$ cat src/pkg/bst_defines.svh
`ifndef BST_DEFINES_SVH
`define BST_DEFINES_SVH

// Register map
`define BST_AW 8
`define BST_CTRL_OFS 8'h00
`define BST_STAT_OFS 8'h04

// Control fields
`define BST_CTRL_DONE 0
`define BST_CTRL_KEEP 1
`define BST_CTRL_RBO 2
`define BST_CTRL_W 3
`define BST_CTRL_RST 3'h0

// Status fields
`define BST_STAT_ST 0
`define BST_STAT_IR 4
`define BST_STAT_ACT 8

// Instruction codes
`define BST_IR_EXTEST 3'h0
`define BST_IR_RING1 3'h1
`define BST_IR_CFGW 3'h2
`define BST_IR_RSVD 3'h3
`define BST_IR_SAMPLE 3'h4
`define BST_IR_RING2 3'h5
`define BST_IR_RDBK 3'h6
`define BST_IR_BYPASS 3'h7
`define BST_IR_CAPT 3'h1

// Bus answers
`define BST_RESP_OKAY 2'h0
`define BST_RESP_DECERR 2'h3

`endif

$ cat src/pkg/bst_pkg.sv
`default_nettype none
package bst_pkg;
`include "bst_defines.svh"

  typedef enum logic [3:0] {
    TAP_RESET = 4'h0,
    TAP_IDLE = 4'h1,
    TAP_SEL_DR = 4'h3,
    TAP_CAP_DR = 4'h2,
    TAP_SH_DR = 4'h6,
    TAP_EX1_DR = 4'h7,
    TAP_PAU_DR = 4'h5,
    TAP_EX2_DR = 4'h4,
    TAP_UPD_DR = 4'hc,
    TAP_SEL_IR = 4'hd,
    TAP_CAP_IR = 4'hf,
    TAP_SH_IR = 4'he,
    TAP_EX1_IR = 4'ha,
    TAP_PAU_IR = 4'hb,
    TAP_EX2_IR = 4'h9,
    TAP_UPD_IR = 4'h8
  } bst_tap_t;

  typedef struct packed {
    logic sel_ir;
    logic cap_dr;
    logic cap_ir;
    logic sh_dr;
    logic sh_ir;
    logic up_dr;
    logic up_ir;
  } bst_strb_t;

  typedef struct packed {
    logic [`BST_AW-1:0] awaddr;
    logic awvalid;
    logic [31:0] wdata;
    logic [3:0] wstrb;
    logic wvalid;
    logic bready;
    logic [`BST_AW-1:0] araddr;
    logic arvalid;
    logic rready;
  } bst_axi_req_t;

  typedef struct packed {
    logic awready;
    logic wready;
    logic [1:0] bresp;
    logic bvalid;
    logic arready;
    logic [31:0] rdata;
    logic [1:0] rresp;
    logic rvalid;
  } bst_axi_rsp_t;
endpackage
`default_nettype wire
$ cat src/hdl/bst_tap.sv
// Behaviour
// Three-bit instruction register, eight codes
// EXTEST 000, SAMPLE 100, BYPASS 111
// Rings 001/101, cfg write 010, readback 110
// Reserved code 011 selects bypass flip-flop
// Two chain bits per pad, direction decides
// Sample captures all pads simultaneously, non-intrusive
// Ring instructions route through internal chains
// Config write loads serial data from input
// Readback shifts config data after completion
// Chain order: first top pad, clockwise
// Bypass is one flip-flop delay
// Active before/during config, option afterwards
// No identification register provided
// Disabled: pins user I/O, output floats/readback
// Sixteen states, steered by sampled mode select
// Reprogram and power-up reset the logic
// Register select, enable, per-register strobes
// Update loads instruction or output flops
// Data and direction cells, shift then update
// Direction low captures pad, high functional
// Test-mode high only for external test
// Sample on rising edge, output on falling
// External test drives pads on falling edge
// Host changes inputs on falling, max 10 MHz; bst_host clocks at 12.5 MHz
//
// Design decisions made here: the register offsets and the AXI4-Lite slave port.
`timescale 1ns/100ps
`default_nettype none
`include "bst_defines.svh"
module bst_tap #(
  parameter int NPADS = 8
) (
  input wire logic clk_i,
  input wire logic resetn_i,
  input wire logic tck_i,
  input wire logic tms_i,
  input wire logic tdi_i,
  input wire logic powerup_reset_in_i,
  input wire logic reprogram_in_i,
  output logic tdo_o,
  output logic tdo_oe_o,
  output logic [2:0] user_pins_o,
  input wire logic [NPADS-1:0] pad_in_i,
  input wire logic [NPADS-1:0] core_out_i,
  input wire logic [NPADS-1:0] core_oe_i,
  output logic [NPADS-1:0] pad_out_o,
  output logic [NPADS-1:0] pad_oe_o,
  output logic mode_o,
  output var bst_pkg::bst_strb_t strb_o,
  input wire logic [1:0] ring_sdo_i,
  output logic [1:0] ring_sel_o,
  output logic scan_tdi_o,
  output logic cfg_wr_o,
  output logic cfg_bit_o,
  input wire logic rb_bit_i,
  output logic rb_shift_o,
  input wire bst_pkg::bst_axi_req_t axi_req_i,
  output var bst_pkg::bst_axi_rsp_t axi_rsp_o
);
  localparam int W = 2 * NPADS;

  typedef struct packed {
    logic [4:0] in_f;
    logic [4:0] in_q;
    logic tck_d;
    logic [NPADS-1:0] pad_f;
    logic [NPADS-1:0] pad_q;
    bst_pkg::bst_tap_t st;
    logic [2:0] ir_sh;
    logic [2:0] ir;
    logic byp;
    logic [W-1:0] boundary_chain;
    logic [W-1:0] upd;
    logic tdo;
    logic tdo_oe;
    logic mode;
    bst_pkg::bst_strb_t strb;
    logic [1:0] ring_sel;
    logic scan_tdi;
    logic cfg_wr;
    logic cfg_bit;
    logic rb_shift;
    logic [NPADS-1:0] pout;
    logic [NPADS-1:0] poe;
    logic [2:0] user;
    logic [`BST_CTRL_W-1:0] ctrl;
    logic aw_ok;
    logic w_ok;
    logic [`BST_AW-1:0] awa;
    logic [31:0] wd;
    logic [3:0] ws;
    bst_pkg::bst_axi_rsp_t rsp;
  } bst_st_t;

  bst_st_t s_reg;
  bst_st_t s_next;
  logic rise;
  logic fall;
  logic active;
  logic rst_req;
  logic bsr_on;
  logic sout;
  logic [W-1:0] cap;
  logic [NPADS-1:0] u_dat;
  logic [NPADS-1:0] u_dir;

  function automatic bst_pkg::bst_tap_t tap_step(bst_pkg::bst_tap_t st,
                                                 logic tms);
    case (st)
      bst_pkg::TAP_RESET: tap_step = tms ? bst_pkg::TAP_RESET
                                         : bst_pkg::TAP_IDLE;
      bst_pkg::TAP_IDLE: tap_step = tms ? bst_pkg::TAP_SEL_DR
                                        : bst_pkg::TAP_IDLE;
      bst_pkg::TAP_SEL_DR: tap_step = tms ? bst_pkg::TAP_SEL_IR
                                          : bst_pkg::TAP_CAP_DR;
      bst_pkg::TAP_CAP_DR: tap_step = tms ? bst_pkg::TAP_EX1_DR
                                          : bst_pkg::TAP_SH_DR;
      bst_pkg::TAP_SH_DR: tap_step = tms ? bst_pkg::TAP_EX1_DR
                                         : bst_pkg::TAP_SH_DR;
      bst_pkg::TAP_EX1_DR: tap_step = tms ? bst_pkg::TAP_UPD_DR
                                          : bst_pkg::TAP_PAU_DR;
      bst_pkg::TAP_PAU_DR: tap_step = tms ? bst_pkg::TAP_EX2_DR
                                          : bst_pkg::TAP_PAU_DR;
      bst_pkg::TAP_EX2_DR: tap_step = tms ? bst_pkg::TAP_UPD_DR
                                          : bst_pkg::TAP_SH_DR;
      bst_pkg::TAP_UPD_DR: tap_step = tms ? bst_pkg::TAP_SEL_DR
                                          : bst_pkg::TAP_IDLE;
      bst_pkg::TAP_SEL_IR: tap_step = tms ? bst_pkg::TAP_RESET
                                          : bst_pkg::TAP_CAP_IR;
      bst_pkg::TAP_CAP_IR: tap_step = tms ? bst_pkg::TAP_EX1_IR
                                          : bst_pkg::TAP_SH_IR;
      bst_pkg::TAP_SH_IR: tap_step = tms ? bst_pkg::TAP_EX1_IR
                                         : bst_pkg::TAP_SH_IR;
      bst_pkg::TAP_EX1_IR: tap_step = tms ? bst_pkg::TAP_UPD_IR
                                          : bst_pkg::TAP_PAU_IR;
      bst_pkg::TAP_PAU_IR: tap_step = tms ? bst_pkg::TAP_EX2_IR
                                          : bst_pkg::TAP_PAU_IR;
      bst_pkg::TAP_EX2_IR: tap_step = tms ? bst_pkg::TAP_UPD_IR
                                          : bst_pkg::TAP_SH_IR;
      bst_pkg::TAP_UPD_IR: tap_step = tms ? bst_pkg::TAP_SEL_DR
                                          : bst_pkg::TAP_IDLE;
      default: tap_step = bst_pkg::TAP_RESET;
    endcase
  endfunction

  always_comb begin
    s_next = s_reg;
    // Pins and pads reach logic only after two flops
    s_next.in_f = {reprogram_in_i, powerup_reset_in_i, tdi_i, tms_i, tck_i};
    s_next.in_q = s_reg.in_f;
    s_next.pad_f = pad_in_i;
    s_next.pad_q = s_reg.pad_f;
    s_next.tck_d = s_reg.in_q[0];
    rise = s_reg.in_q[0] & ~s_reg.tck_d;
    fall = ~s_reg.in_q[0] & s_reg.tck_d;
    rst_req = s_reg.in_q[3] | s_reg.in_q[4];
    active = ~s_reg.ctrl[`BST_CTRL_DONE] | s_reg.ctrl[`BST_CTRL_KEEP];
    bsr_on = (s_reg.ir == `BST_IR_EXTEST) | (s_reg.ir == `BST_IR_SAMPLE);
    s_next.strb = '0;
    s_next.cfg_wr = 1'b0;
    s_next.rb_shift = 1'b0;
    // Pad cells: data cell at 2p, direction cell at 2p+1
    for (int p = 0; p < NPADS; p++) begin
      u_dat[p] = s_reg.upd[2*p];
      u_dir[p] = s_reg.upd[2*p+1];
      cap[2*p+1] = s_reg.mode ? u_dir[p] : core_oe_i[p];
      cap[2*p] = cap[2*p+1] ? core_out_i[p] : s_reg.pad_q[p];
    end
    // Serial output source
    sout = s_reg.byp;
    if (s_reg.st == bst_pkg::TAP_SH_IR) begin
      sout = s_reg.ir_sh[0];
    end else begin
      case (s_reg.ir)
        `BST_IR_EXTEST, `BST_IR_SAMPLE: sout = s_reg.boundary_chain[W-1];
        `BST_IR_RING1: sout = ring_sdo_i[0];
        `BST_IR_RING2: sout = ring_sdo_i[1];
        `BST_IR_RDBK: sout = s_reg.ctrl[`BST_CTRL_DONE] ? rb_bit_i
                                                         : s_reg.byp;
        default: sout = s_reg.byp;
      endcase
    end
    // Test port control
    if (rst_req || !active) begin
      s_next.st = bst_pkg::TAP_RESET;
      s_next.ir = `BST_IR_BYPASS;
    end else if (rise) begin
      s_next.st = tap_step(s_reg.st, s_reg.in_q[1]);
      case (s_reg.st)
        bst_pkg::TAP_CAP_DR: begin
          s_next.strb.cap_dr = 1'b1;
          s_next.byp = 1'b0;
          if (bsr_on) begin
            s_next.boundary_chain = cap;
          end
        end
        bst_pkg::TAP_SH_DR: begin
          s_next.strb.sh_dr = 1'b1;
          s_next.byp = s_reg.in_q[2];
          if (bsr_on) begin
            s_next.boundary_chain = {s_reg.boundary_chain[W-2:0], s_reg.in_q[2]};
          end
          if (s_reg.ir == `BST_IR_CFGW) begin
            s_next.cfg_wr = 1'b1;
            s_next.cfg_bit = s_reg.in_q[2];
          end
          if (s_reg.ir == `BST_IR_RDBK && s_reg.ctrl[`BST_CTRL_DONE]) begin
            s_next.rb_shift = 1'b1;
          end
        end
        bst_pkg::TAP_CAP_IR: begin
          s_next.strb.cap_ir = 1'b1;
          s_next.ir_sh = `BST_IR_CAPT;
        end
        bst_pkg::TAP_SH_IR: begin
          s_next.strb.sh_ir = 1'b1;
          s_next.ir_sh = {s_reg.in_q[2], s_reg.ir_sh[2:1]};
        end
        default: begin
        end
      endcase
    end else if (fall) begin
      // Output changes and updates happen on the falling edge
      s_next.tdo_oe = (s_reg.st == bst_pkg::TAP_SH_DR) |
                      (s_reg.st == bst_pkg::TAP_SH_IR);
      s_next.tdo = sout;
      case (s_reg.st)
        bst_pkg::TAP_RESET: s_next.ir = `BST_IR_BYPASS;
        bst_pkg::TAP_UPD_IR: begin
          s_next.strb.up_ir = 1'b1;
          s_next.ir = s_reg.ir_sh;
        end
        bst_pkg::TAP_UPD_DR: begin
          s_next.strb.up_dr = 1'b1;
          if (bsr_on) begin
            s_next.upd = s_reg.boundary_chain;
          end
        end
        default: begin
        end
      endcase
    end
    s_next.strb.sel_ir = s_reg.st[3] & (s_reg.st != bst_pkg::TAP_UPD_DR) &
                         (s_reg.st != bst_pkg::TAP_UPD_IR);
    if (!active) begin
      // Readback may still leave on the output pin
      s_next.tdo_oe = s_reg.ctrl[`BST_CTRL_RBO];
      s_next.tdo = rb_bit_i;
    end
    s_next.user = active ? 3'h0 : s_reg.in_q[2:0];
    s_next.mode = (s_reg.ir == `BST_IR_EXTEST);
    s_next.ring_sel = {s_reg.ir == `BST_IR_RING2,
                       s_reg.ir == `BST_IR_RING1};
    s_next.scan_tdi = s_reg.in_q[2];
    s_next.pout = s_reg.mode ? u_dat : core_out_i;
    s_next.poe = s_reg.mode ? u_dir : core_oe_i;
    // AXI4-Lite slave; write once both channels are held
    if (axi_req_i.awvalid && s_reg.rsp.awready) begin
      s_next.aw_ok = 1'b1;
      s_next.awa = axi_req_i.awaddr;
    end
    if (axi_req_i.wvalid && s_reg.rsp.wready) begin
      s_next.w_ok = 1'b1;
      s_next.wd = axi_req_i.wdata;
      s_next.ws = axi_req_i.wstrb;
    end
    if (s_reg.rsp.bvalid && axi_req_i.bready) begin
      s_next.rsp.bvalid = 1'b0;
    end
    if (s_reg.aw_ok && s_reg.w_ok && !s_reg.rsp.bvalid) begin
      s_next.aw_ok = 1'b0;
      s_next.w_ok = 1'b0;
      s_next.rsp.bvalid = 1'b1;
      s_next.rsp.bresp = `BST_RESP_OKAY;
      if (s_reg.awa == `BST_CTRL_OFS) begin
        if (s_reg.ws[0]) begin
          s_next.ctrl = s_reg.wd[`BST_CTRL_W-1:0];
        end
      end else if (s_reg.awa != `BST_STAT_OFS) begin
        s_next.rsp.bresp = `BST_RESP_DECERR;
      end
    end
    s_next.rsp.awready = ~s_next.aw_ok & ~s_next.rsp.bvalid;
    s_next.rsp.wready = ~s_next.w_ok & ~s_next.rsp.bvalid;
    if (s_reg.rsp.rvalid && axi_req_i.rready) begin
      s_next.rsp.rvalid = 1'b0;
    end
    if (axi_req_i.arvalid && s_reg.rsp.arready) begin
      s_next.rsp.rvalid = 1'b1;
      s_next.rsp.rresp = `BST_RESP_OKAY;
      s_next.rsp.rdata = 32'h0;
      if (axi_req_i.araddr == `BST_CTRL_OFS) begin
        s_next.rsp.rdata[`BST_CTRL_W-1:0] = s_reg.ctrl;
      end else if (axi_req_i.araddr == `BST_STAT_OFS) begin
        s_next.rsp.rdata[`BST_STAT_ST +: 4] = s_reg.st;
        s_next.rsp.rdata[`BST_STAT_IR +: 3] = s_reg.ir;
        s_next.rsp.rdata[`BST_STAT_ACT] = active;
      end else begin
        s_next.rsp.rresp = `BST_RESP_DECERR;
      end
    end
    s_next.rsp.arready = ~s_next.rsp.rvalid;
  end

  always_ff @(posedge clk_i or negedge resetn_i) begin
    if (!resetn_i) begin
      s_reg <= '0;
      s_reg.ir <= `BST_IR_BYPASS;
      s_reg.ctrl <= `BST_CTRL_RST;
    end else begin
      s_reg <= s_next;
    end
  end

  assign tdo_o = s_reg.tdo;
  assign tdo_oe_o = s_reg.tdo_oe;
  assign user_pins_o = s_reg.user;
  assign pad_out_o = s_reg.pout;
  assign pad_oe_o = s_reg.poe;
  assign mode_o = s_reg.mode;
  assign strb_o = s_reg.strb;
  assign ring_sel_o = s_reg.ring_sel;
  assign scan_tdi_o = s_reg.scan_tdi;
  assign cfg_wr_o = s_reg.cfg_wr;
  assign cfg_bit_o = s_reg.cfg_bit;
  assign rb_shift_o = s_reg.rb_shift;
  assign axi_rsp_o = s_reg.rsp;
endmodule // bst_tap
`default_nettype wire

$ cat config.mk
export PLATFORM = sky130hd
export DESIGN_NAME = bst_tap
export DESIGN_NICKNAME = d
export VERILOG_FILES = /design/src/pkg/bst_pkg.sv /design/src/hdl/bst_tap.sv
export VERILOG_INCLUDE_DIRS = /design/src /design/src/pkg
export SDC_FILE = /design/constraint.sdc
export NUM_CORES = 1
export LEC_CHECK = 0
export ABC_AREA = 1
export BUFFER_PORTS_ARGS = -buffer_cell sky130_fd_sc_hd__buf_2
export CAP_MARGIN = 20
export CORE_UTILIZATION = 25
export DETAILED_ROUTE_END_ITERATION = 6
export GPL_TIMING_DRIVEN = 0
export PLACE_DENSITY_LB_ADDON = 0.12
export SETUP_SLACK_MARGIN = 0.2
export SYNTH_ARGS = -nofsm -noshare
export SYNTH_HDL_FRONTEND = slang
export SYNTH_SLANG_ARGS = --single-unit
$ cat constraint.sdc
create_clock -name clk_i -period 1.6 [get_ports clk_i]
set_clock_uncertainty 0.1 [all_clocks]
set_input_delay 0.24 -clock clk_i [delete_from_list [all_inputs] [get_ports clk_i]]
set_output_delay 0.24 -clock clk_i [all_outputs]
set_load 0.02 [all_outputs]
==> results by group <==
Layout
  – Area taken by multi-input logic gates: 0.00228 sq mm
  – Leading cell type in the layout, fill and taps excluded: sky130_fd_sc_hd__nand2_1
  – Cell area after layout: 0.00985 sq mm
  – Share of post-route cells with drive strength above 1: 42.2%
  – Leading cell types in the layout, fill and taps excluded: sky130_fd_sc_hd__nand2_1, sky130_fd_sc_hd__dfrtp_1, sky130_fd_sc_hd__buf_6, sky130_fd_sc_hd__buf_4, sky130_fd_sc_hd__inv_1
  – Area growth from synthesis to layout: 57.2%
  – Fill cells: 2478
  – Flip-flop count of the largest register, all copies and words added: 72
  – Storage element area: 0.00344 sq mm
  – Nets@finish: 1036

Logic synthesis
  – Count of flip-flops with a built-in enable after synthesis: 0
  – Top-area cell type share of the netlist area: 53.5%
  – Leading post-synthesis cells by cell area: sky130_fd_sc_hd__dfrtp_1, sky130_fd_sc_hd__nand2_1, sky130_fd_sc_hd__buf_4
  – Leading register cell type out of synthesis: sky130_fd_sc_hd__dfrtp_1
  – Share of the yosys chip area belonging to registers: 54.7%
  – Synthesized area: 0.00627 sq mm
  – FFs w/ async S/R, synth: 100%
  – Total number of yosys warnings: 0
  – Flip-flop and latch count after synthesis: 137
  – Post-synthesis instance total: 696
  – Average instance area after synthesis: 9.01 sq um
  – Most area-hungry cell type in the Yosys netlist: sky130_fd_sc_hd__dfrtp_1
  – Synth unique cells: 33

Clock network
  – Root buffer cell: sky130_fd_sc_hd__clkbuf_16
  – Clock tree buffer depth: 2
  – Num CTS Buffers: 17
  – Clock tree from TritonCTS: done
  – Clock latency reported for the late side of the worst-skew pair: 0.41 ns
  – Sinks on Clock Net: 137
  – H-tree depth reported by CTS: 4
  – Worst-path clk slew: 0.06 ns

Drt
  – Number of DRC violations after detailed routing: 0
  – Detailed-route via count: 5128
  – Avg WL per Cell: 12.9 um
  – Number of iterations in the first detailed-routing pass: 4
  – Vias per cell: 4.00
  – Routed WL: 16600 um
  – Final ANT Viol Nets: 0
  – Drt initial violations: 241

Job
  – Max Cap Violations: 0

Power and ir drop
  – Leakage power: 5.09 nW
  – Pwr dens: 1040 mW/mm^2
  – Max rail drop VDD: 710 uV

Critical path
  – Ordered cell list for the critical path: inv_2 -> nor2_4 -> inv_2 -> nor2_8 -> clkinvlp_4 -> buf_4 -> a21oi_4 -> o21ai_1 -> nand2_1
  – RR Startpoint: s_next[184]
  – Worst reg2reg setup slack: -0.01 ns
  – Critical register-to-register path endpoint: s_reg[167]
  – Cell seen most often among critical-path stages: sky130_fd_sc_hd__inv_2
  – Number of buffers and inverters on the critical path: 4
  – Worst Path Required: 1.84 ns
  – Slowest Stage Delay on Critical Path: 0.43 ns
  – Kind of cell with the highest combined delay on the critical path: buffers and inverters
  – Worst R2R Path Depth: 9
  – Biggest fanout along the worst timing path: 5
  – Startpoint class of the critical path: flip-flop
  – Cell with the largest stage delay on the worst path: sky130_fd_sc_hd__dfrtp_1
  – Arrival time at the worst endpoint: 1.86 ns
  – Critical path endpoint category: flip-flop
  – Type of the setup path with the least slack: reg2reg

Global route
  – Vias in the first global route: 5134
  – Global-route usage over all layers: 13.3%
  – Wire length of the first global-routing pass: 26600 um
  – Gr ovfl total: 0
  – Largest net degree at the start of global routing: 71
  – Antenna violations before repair: 0

STA
  – RSZ-0062 raised after global routing: true
  – Worst Tran Pin Value: 0.540 ns
  – Smallest hold slack: 0.0328 ns
  – Portion of the clock cycle consumed by the worst path in the final layout: 101%
  – Final setup violation count: 2
  – Max-slew headroom at the worst pin: 64.0%
  – Min Clock Period, post-route: 1.61 ns
  – Final hold violation count: 0
  – Fmax: 620 MHz
  – Worst setup slack after layout: -0.0120 ns
  – Pins over their slew limit: 0

Worst hold path
  – Hold path startpoint: core_out_i[0]
  – Hold Crit Endpoint: pad_out_o[0]
  – Worst Hold Class: in2reg
  – Number of stages on the worst hold path: 3

Die
  – Die ar.: 0.0257 sq mm
  – Starting utilization of the core area: 25.6%
  – Overall die height: 160 um
  – Site row count: 57
  – Die width: 160 um
  – Top-Level Pins: 167
  – Placeable core region: 0.0245 sq mm

Placed design
  – Pre-CTS setup slack: -0.177 ns
  – Port-buffer cells: 110
  – Area after DPL: 0.00735 sq mm
  – Half-perimeter wire length after placement: 11000 um
  – Last weighted congestion value of the routability-driven placer: 0.865

Status
  – Failing checks: setup timing
  – Run status: finished, violations left
where the power goes:
part	internal, mW	switching [mW]
Combinational	0.898	0.978
Sequential	3.83	0.207
Clock	2.70	1.63
logic make-up (layout without fill, tap and decap cells):
group	count (synthesis)	in the layout	share of synthesized area (%)
simple gates	288	288	20.4
compound gates	97	97	9.36
flops	137	137	54.7
buf+inv	173	412	15.5
other cells	1	25	0.0598
repair_timing:
action	CTS	global route
hold buffers	37	0
buffers inserted	28	25
pin swaps	15	24
cloned	3	3
endpoints found under the hold margin	103	0
gates resized for setup	163	119
endpoints found under the setup margin	103	178
worst max path at each step:
stage / startpoint / endpoint / slack (ns) / cells after the start
after floorplan: mode_o / s_reg[147] / 0.19 / 7
after global placement: resetn_i / pad_out_o[4] / -1.96 / 1
after detailed placement: s_reg[166] / s_reg[155] / -0.18 / 8
after CTS: s_reg[188] / s_reg[153] / -0.0007 / 7
after global routing: s_reg[189] / s_reg[167] / -0.1 / 8
final: s_next[184] / s_reg[167] / -0.01 / 9
metal layers:
layer  track usage [%]  routed length [um]  up-vias
met2              20.8                7690      120
met3              2.97                 730       18
met5                 0                   0        -
li1                  -                   -     2594
met4              5.54                 296        0
met1              17.7                7860     2396
final cells by class:
| cell class | instances | share of cell area (%) |
|---|---|---|
| inverters | 89 | 3.70 |
| repair buffers | 207 | 19.1 |
| multi-input cells | 409 | 23.1 |
| diodes | 1 | 0.0254 |
| plain buffers | 84 | 8.46 |
| well taps | 324 | 4.11 |
| flip-flops and latches | 137 | 34.9 |
| clock buffers | 18 | 4.46 |
| clock inverters | 14 | 2.12 |
stage by stage:
stage	util (%)	std cells	TNS (ns)	total power, mW
4_1_cts	37.5	1254	-0.000727	10.3
3_3_place_gp	29.9	1153	-269.70	5.53
6_report	40.3	1283	-0.0131	10.2
3_5_place_dp	30.0	1154	-4.16	5.54
2_1_floorplan	-	719	0	5.03
5_1_grt	40.3	1282	-1.69	10.7
cell usage after synthesis, drive strengths merged (4+ instances only):
cell type    n
nor3         6
clkbuf       4
o21ai       84
nor2        47
dfrtp      134
o31ai        4
inv         88
buf         80
nand3       24
nand3b       7
nand2      199
nand4        4
tightest hold or removal path: cells and delay by family:
kind	cells	cell delay (ns)
AO/OA/AOI/OAI	1	0.08
buffers and inverters	2	0.17
Note: power is estimated with default switching activity, not from simulation.
